<file path="src/verilog/rwp_pkg.sv">
/*
  Package for the reset and wake pin control block: state types, the
  carrier structs for the host strobes and the wake configuration, and
  the timing and reset constants.
  Assumes a single 40 MHz system clock and a synchronous reset.
*/
package rwp_pkg;

  // Reference and system clock rates in kHz.
  localparam int unsigned REF_CLK_KHZ     = 25000;
  localparam int unsigned SYS_CLK_KHZ     = 40000;

  // Reset values of the control state.
  localparam logic        RST_READ_SEEN   = 1'b0;
  localparam logic        RST_SLEEP       = 1'b0;
  localparam logic        RST_WAKE_EVENT  = 1'b0;
  localparam logic        RST_CROSSOVER   = 1'b1;

  // Field positions of the wake configuration carrier.
  localparam int unsigned WCFG_EN_POS     = 0;
  localparam int unsigned WCFG_POL_POS    = 1;
  localparam int unsigned WCFG_OD_POS     = 2;

  typedef enum logic [1:0]
  {
    RWP_IDLE,
    RWP_WRITE,
    RWP_READ
  } rwp_cycle_t;

  // Host strobes as seen on the pins, all active low.
  typedef struct packed
  {
    logic chip_select_low;
    logic write_strobe_low;
    logic read_strobe_low;
  } rwp_strobes_t;

  // Wake indicator configuration.
  typedef struct packed
  {
    logic open_drain;
    logic active_high;
    logic enable;
  } rwp_wake_cfg_t;

endpackage

</file>
<file path="src/verilog/rwp_sync.sv">
/*
  Two flip-flop synchroniser for a group of pin levels.
  Assumes the inputs are asynchronous to CLK_SYS and that reset is
  synchronous and active high.
*/
`timescale 1ns/1ps
module rwp_sync #(
  parameter int unsigned WIDTH = 1,
  parameter logic [WIDTH-1:0] RST_VAL = '0
) (
  input  wire logic             clk,
  input  wire logic             rst,
  input  wire logic [WIDTH-1:0] d,
  output logic      [WIDTH-1:0] q
);

  logic [WIDTH-1:0] meta_reg;
  logic [WIDTH-1:0] meta_next;
  logic [WIDTH-1:0] q_reg;
  logic [WIDTH-1:0] q_next;

  always_comb
  begin
    meta_next = d;
    q_next    = meta_reg;
  end

  always_ff @(posedge clk)
  begin
    if (rst)
    begin
      meta_reg <= RST_VAL;
      q_reg    <= RST_VAL;
    end
    else
    begin
      meta_reg <= meta_next;
      q_reg    <= q_next;
    end
  end

  assign q = q_reg;

endmodule // rwp_sync

</file>
<file path="src/verilog/rwp_top.sv">
/*
  Reset, wake indicator and strap logic of the controller's system pins.
  Tracks the read that must follow reset or wake, gates internal writes,
  leaves power saving on any host write and drives the wake indicator.
  Assumes CLK_SYS at 40 MHz is derived from the 25 MHz reference, and
  that SYS_RST is synchronous to it; the pins are synchronised here.
*/
`timescale 1ns/1ps

// How it works
// - Internal timing comes from the 40 MHz CLK_SYS input, derived from the 25 MHz reference.
// - Pin reset low returns all state to its reset value.
// - After reset or wake, writes stay blocked until one host read happens.
// - When enabled, a wake event during power saving asserts the wake indicator output.
// - Wake indicator polarity and push-pull or open-drain are programmable.
// - Wake events and the indicator never end power saving themselves.
// - Any host write, chip select and write strobe together, ends power saving.
// - Crossover detection follows the strap: high enables, low disables.
// - Chip select and write strobe are active low; both low is a write.
module rwp_top
  import rwp_pkg::*;
(
  // Clock and reset.
  input  wire logic                   CLK_SYS,
  input  wire logic                   SYS_RST,
  input  wire logic                   PIN_RESET_LOW,
  input  wire logic                   SOFT_RESET_BIT,
  // Host strobes from the pins.
  input  wire rwp_pkg::rwp_strobes_t  HOST_STROBES,
  // Power management.
  input  wire logic                   SLEEP_REQ,
  input  wire logic                   WAKE_EVENT,
  input  wire logic                   WAKE_CLEAR,
  input  wire rwp_pkg::rwp_wake_cfg_t WAKE_CFG,
  // Strap.
  input  wire logic                   CROSSOVER_AUTO_STRAP,
  // Status and control outputs.
  output logic                        LOGIC_RESET,
  output logic                        WRITE_ENABLE,
  output logic                        HOST_WRITE,
  output logic                        POWER_SAVING,
  output logic                        CROSSOVER_ENABLE,
  output logic                        WAKE_INDICATOR_OUT_O,
  output logic                        WAKE_INDICATOR_OUT_OE
);

  import rwp_pkg::*;

  localparam int unsigned CLK_RATIO_X1000 = (SYS_CLK_KHZ * 1000) / REF_CLK_KHZ;

  // Pins pass two flip-flops before any logic reads them.
  logic [4:0] pins_sync;
  logic       rst_pin_low_s;
  logic       cs_low_s;
  logic       wr_low_s;
  logic       rd_low_s;
  logic       strap_s;

  rwp_sync #(
    .WIDTH   (5),
    .RST_VAL (5'h1F)
  ) u_sync (
    .clk (CLK_SYS),
    .rst (SYS_RST),
    .d   ({PIN_RESET_LOW, HOST_STROBES.chip_select_low,
           HOST_STROBES.write_strobe_low, HOST_STROBES.read_strobe_low,
           CROSSOVER_AUTO_STRAP}),
    .q   (pins_sync)
  );

  assign rst_pin_low_s = pins_sync[4];
  assign cs_low_s      = pins_sync[3];
  assign wr_low_s      = pins_sync[2];
  assign rd_low_s      = pins_sync[1];
  assign strap_s       = pins_sync[0];

  // Any of the three reset sources clears the logic; the soft reset bit is on-chip.
  logic int_rst;
  assign int_rst = SYS_RST || !rst_pin_low_s || SOFT_RESET_BIT;

  // Strobe decode; a cycle is counted once, on its leading edge.
  rwp_cycle_t cycle_reg;
  rwp_cycle_t cycle_next;
  logic       write_start;
  logic       read_start;

  always_comb
  begin
    cycle_next  = cycle_reg;
    write_start = 1'b0;
    read_start  = 1'b0;
    case (cycle_reg)
      RWP_IDLE:
      begin
        if (!cs_low_s && !wr_low_s)
        begin
          cycle_next  = RWP_WRITE;
          write_start = 1'b1;
        end
        else if (!cs_low_s && !rd_low_s)
        begin
          cycle_next = RWP_READ;
          read_start = 1'b1;
        end
      end
      RWP_WRITE:
      begin
        if (cs_low_s || wr_low_s)
        begin
          cycle_next = RWP_IDLE;
        end
      end
      RWP_READ:
      begin
        if (cs_low_s || rd_low_s)
        begin
          cycle_next = RWP_IDLE;
        end
      end
      default:
      begin
        cycle_next = RWP_IDLE;
      end
    endcase
  end

  // Power state, read-seen flag and wake event.
  logic read_seen_reg;
  logic read_seen_next;
  logic sleep_reg;
  logic sleep_next;
  logic event_reg;
  logic event_next;
  logic host_write_reg;
  logic host_write_next;
  logic xover_reg;
  logic xover_next;

  always_comb
  begin
    read_seen_next  = read_seen_reg;
    sleep_next      = sleep_reg;
    event_next      = event_reg;
    host_write_next = 1'b0;
    xover_next      = strap_s;
    // The wake event sets but does not touch the power state.
    if (WAKE_CLEAR)
    begin
      event_next = 1'b0;
    end
    if (WAKE_EVENT && sleep_reg)
    begin
      event_next = 1'b1;
    end
    if (sleep_reg)
    begin
      if (write_start)
      begin
        // Any write wakes, whatever its data, and a read is needed again.
        sleep_next     = 1'b0;
        read_seen_next = 1'b0;
        event_next     = 1'b0;
      end
    end
    else
    begin
      if (SLEEP_REQ)
      begin
        sleep_next     = 1'b1;
        read_seen_next = 1'b0;
      end
      else if (read_start)
      begin
        read_seen_next = 1'b1;
      end
      else if (write_start && read_seen_reg)
      begin
        host_write_next = 1'b1;
      end
    end
  end

  // Wake pin: drive level or, in open-drain, drive only when the pin level is low.
  logic wake_active;
  logic pin_o_reg;
  logic pin_o_next;
  logic pin_oe_reg;
  logic pin_oe_next;

  always_comb
  begin
    wake_active = event_reg && WAKE_CFG.enable;
    pin_o_next  = WAKE_CFG.active_high ? wake_active : !wake_active;
    pin_oe_next = 1'b1;
    if (WAKE_CFG.open_drain)
    begin
      // Open-drain can only pull low, so it suits active-low use.
      pin_o_next  = 1'b0;
      pin_oe_next = WAKE_CFG.active_high ? !wake_active : wake_active;
    end
  end

  logic rst_out_reg;

  always_ff @(posedge CLK_SYS)
  begin
    rst_out_reg <= int_rst;
    if (int_rst)
    begin
      cycle_reg      <= RWP_IDLE;
      read_seen_reg  <= RST_READ_SEEN;
      sleep_reg      <= RST_SLEEP;
      event_reg      <= RST_WAKE_EVENT;
      host_write_reg <= 1'b0;
      xover_reg      <= RST_CROSSOVER;
      pin_o_reg      <= 1'b0;
      pin_oe_reg     <= 1'b0;
    end
    else
    begin
      cycle_reg      <= cycle_next;
      read_seen_reg  <= read_seen_next;
      sleep_reg      <= sleep_next;
      event_reg      <= event_next;
      host_write_reg <= host_write_next;
      xover_reg      <= xover_next;
      pin_o_reg      <= pin_o_next;
      pin_oe_reg     <= pin_oe_next;
    end
  end

  assign LOGIC_RESET           = rst_out_reg;
  assign WRITE_ENABLE          = read_seen_reg;
  assign HOST_WRITE            = host_write_reg;
  assign POWER_SAVING          = sleep_reg;
  assign CROSSOVER_ENABLE      = xover_reg;
  assign WAKE_INDICATOR_OUT_O  = pin_o_reg;
  assign WAKE_INDICATOR_OUT_OE = pin_oe_reg;

  // Clock ratio is fixed by the 25 MHz reference.
  initial
  begin
    a_clock_ratio : assert (CLK_RATIO_X1000 == 1600)
      else $error("system clock is not derived from the reference");
  end
endmodule // rwp_top

</file>
<file path="config.mk">
export PLATFORM = sky130hd
export DESIGN_NAME = rwp_top
export DESIGN_NICKNAME = d
export VERILOG_FILES = /design/src/verilog/rwp_pkg.sv /design/src/verilog/rwp_sync.sv /design/src/verilog/rwp_top.sv
export SDC_FILE = /design/constraint.sdc
export NUM_CORES = 1
export LEC_CHECK = 0
export BUFFER_PORTS_ARGS = -buffer_cell sky130_fd_sc_hd__buf_2
export CORE_MARGIN = 4
export CORE_UTILIZATION = 39
export DETAILED_ROUTE_END_ITERATION = 10
export PLACE_DENSITY = 0.7
export SYNTH_ARGS = -nofsm -noshare
export SYNTH_HDL_FRONTEND = slang
export SYNTH_HIERARCHICAL = 1
export SYNTH_SLANG_ARGS = --single-unit
export TNS_END_PERCENT = 20
</file>
<file path="constraint.sdc">
create_clock -name CLK_SYS -period 3.55 [get_ports CLK_SYS]
set_input_delay 0.71 -clock CLK_SYS [delete_from_list [all_inputs] [get_ports CLK_SYS]]
set_output_delay 0.71 -clock CLK_SYS [all_outputs]
set_load 0.05 [all_outputs]
</file>
==> reports/metrics.cfg <==
[status]
status = complete, no violations

[clock_network]
cts_root_buf = clkbuf_4
cts_hold_buffers = 0
insertion_delay_ps = 290
clockBufferDepth = 2
clock_sinks = 20
cts_buffers = 3
cts_setup_buffers = 0
cts_max_level = 1
cts_tree = built
clk_pin_slew_ps = 100
post_cts_resized = 0

[critical_path]
cp_max_fo = 5
crit-reg2reg-launch = cycle_reg[1]$_SDFFE_PP0P_
worstPathRequired_ps = 2840
cp_cell_sequence = buf_2
start_kind = flip-flop
cp_top_family = flip-flops
cpPeakStageDelay_ps = 410
crit_buf_inv = 1
worstSetupEndpointType = primary output
timing.reg2reg.setup_slack_ps = 2330
rr_worst_depth = 3
critPathKind = flip-flop to primary output
cp_slowest_cell = dfxtp_1
worstPathArrival_ps = 990
rr_endpoint = POWER_SAVING$_SDFF_PP0_

[logic_synthesis]
synth.distinct_cells = 21
synthTopCellsByArea = dfxtp_1, or2_1, o21bai_4, nor2_1, buf_6
synth_seq_area_share_pct = 64.3
syn_avg_cell_area_um2 = 11.3
synthDominantCellAreaShare_pct = 64.3
ys_seq_elements = 20
netlist_area_um2 = 623
yosys_warnings = 6
synth_top_cell_by_area = dfxtp_1
syn-num-nets = 69
synth_cells = 55

[timing]
fmax_mhz = 588
finalCritPeriodShare_pct = 47.9
worst_pin_slew_ps = 256
rsz0062_at_grt = no
finClkSkew_ps = 9.42
timing.slew.headroom_pct = 82.9
finalCriticalPeriod_ps = 1700
slew_viol_final = 0
setup_violations = 0
hold_violations = 0
final.setup.tns_ps = 0

[die]
initial_core_util_pct = 41.4
design.core.area_um2 = 1510
fp.dieW_um = 48.0
rows = 14
fp.dieH_um = 48.0
die_area_um2 = 2300
ios = 21

[layout]
diodes = 0
nets = 93
final_util_pct = 52.1
drive_above_1_share_pct = 35.9
nFillCells = 153
instances_no_fill = 94
areaGrowthSynthToFinish_pct = 25.9

[detailed_routing]
firstDrtPassIters = 2
routed_wl_um = 869
drc = 0
num_vias = 435
ant_nets = 0
vias_per_cell = 4.63
wl_per_cell_um = 9.24
drt_iter0_markers = 2

[place]
gp_congestion = 0.770
post-dp-hpwl_um = 660
port-buffer-count = 20
placed_cells = 90

[run]
max_cap_viol_count = 0

[global_route]
grt_pass1_wl_mm = 1.24
antenna_found_initial = 0
grt_usage_pct = 7.93
grt_pass1_vias = 344
overflow = 0
grt_max_degree = 13

[power]
leakage_nw = 0.333
powerDensity_nw_per_um2 = 566
ir_drop_mv = 0.295

[hold_path]
min_path_cells = 1
min_from = u_sync/meta_reg[1]$_SDFF_PP1_
hold_class = flip-flop to flip-flop
whs_endpoint = u_sync/q[1]$_SDFF_PP1_

[how the worst max path moves through the flow]
| stage | start | end | cells past startpoint |
|---|---|---|---|
| 2_1_floorplan | SYS_RST | CROSSOVER_ENABLE$_SDFF_PP1_ | 3 |
| 3_3_place_gp | SYS_RST | CROSSOVER_ENABLE$_SDFF_PP1_ | 3 |
| 3_5_place_dp | SYS_RST | CROSSOVER_ENABLE$_SDFF_PP1_ | 3 |
| 4_1_cts | POWER_SAVING$_SDFF_PP0_ | POWER_SAVING | 1 |
| 5_1_grt | POWER_SAVING$_SDFF_PP0_ | POWER_SAVING | 1 |
| 6_report | POWER_SAVING$_SDFF_PP0_ | POWER_SAVING | 1 |
[cells by family (layout without fill, tap and decap cells)]
family | Yosys count | in the layout | synth area share, %
compound gates | 5 | 5 | 6.83
xor+xnor | 1 | 1 | 1.41
buf+inv | 3 | 26 | 3.01
flops | 20 | 20 | 64.3
simple gates | 26 | 26 | 24.5
[cell usage after synthesis]
cell type,instances
inv_1,2
nor3_1,2
or3b_1,1
o21bai_4,1
dfxtp_1,20
nor4_1,1
nand4_1,1
a22oi_1,1
or2_2,1
nand2_1,2
nor2_2,1
xor2_1,1
a31oi_1,1
nand3_1,1
nor3b_1,1
or4_4,1
o21ai_0,1
buf_6,1
nor2_1,4
a21oi_1,1
or2_1,10
[layout make-up]
| class | count | area, µm² | area share (%) |
|---|---|---|---|
| tap | 16 | 20.0 | 2.55 |
| inverter | 2 | 7.51 | 0.957 |
| timing repair buffer | 20 | 100 | 12.8 |
| multi-input combinational | 32 | 204 | 26.0 |
| clock buffer | 3 | 22.5 | 2.87 |
| clock inverter | 1 | 30.0 | 3.83 |
| sequential | 20 | 400 | 51.0 |
[routing by layer]
metal  vias up  wire length (µm)  share of wire [%]  GRT usage (%)
li1        227                 -                  -              -
met1       188               359                 41           8.18
met4         0                 8               0.92           6.45
met2        18               392                 45           13.2
met5         -                 0                  0              0
met3         2               110                 13           2.26
[metrics by stage]
stage	setup slack (ps)	power (W)	hold slack [ps]	area, µm²
after floorplan	1950	0.000259	383	623
after global placement	1760	0.000268	385	732
after detailed placement	1750	0.000269	391	732
after CTS	1840	0.000448	415	785
after global routing	1790	0.000461	425	785
final	1850	0.000444	415	785
[power breakdown]
| part | switching, W | internal, W |
|---|---|---|
| combinational | 0.0000168 | 0.0000122 |
| sequential | 0.00000261 | 0.000232 |
| clock | 0.0000663 | 0.000114 |
[cells in the final DEF, fill, tap and decap left out]
cell type / count
nand4_1: 1
nand2_1: 2
nor4_1: 1
dfxtp_1: 20
clkbuf_4: 3
xor2_1: 1
a31oi_1: 1
nand3_1: 1
or4_4: 1
o21bai_4: 1
or3b_1: 1
buf_2: 20
inv_1: 2
nor2_1: 4
o21ai_0: 1
a22oi_1: 1
nor3_1: 2
or2_2: 1
nor3b_1: 1
a21oi_1: 1
bufinv_16: 1
nor2_2: 1
or2_1: 10
Power figures use the tool's default switching activity.
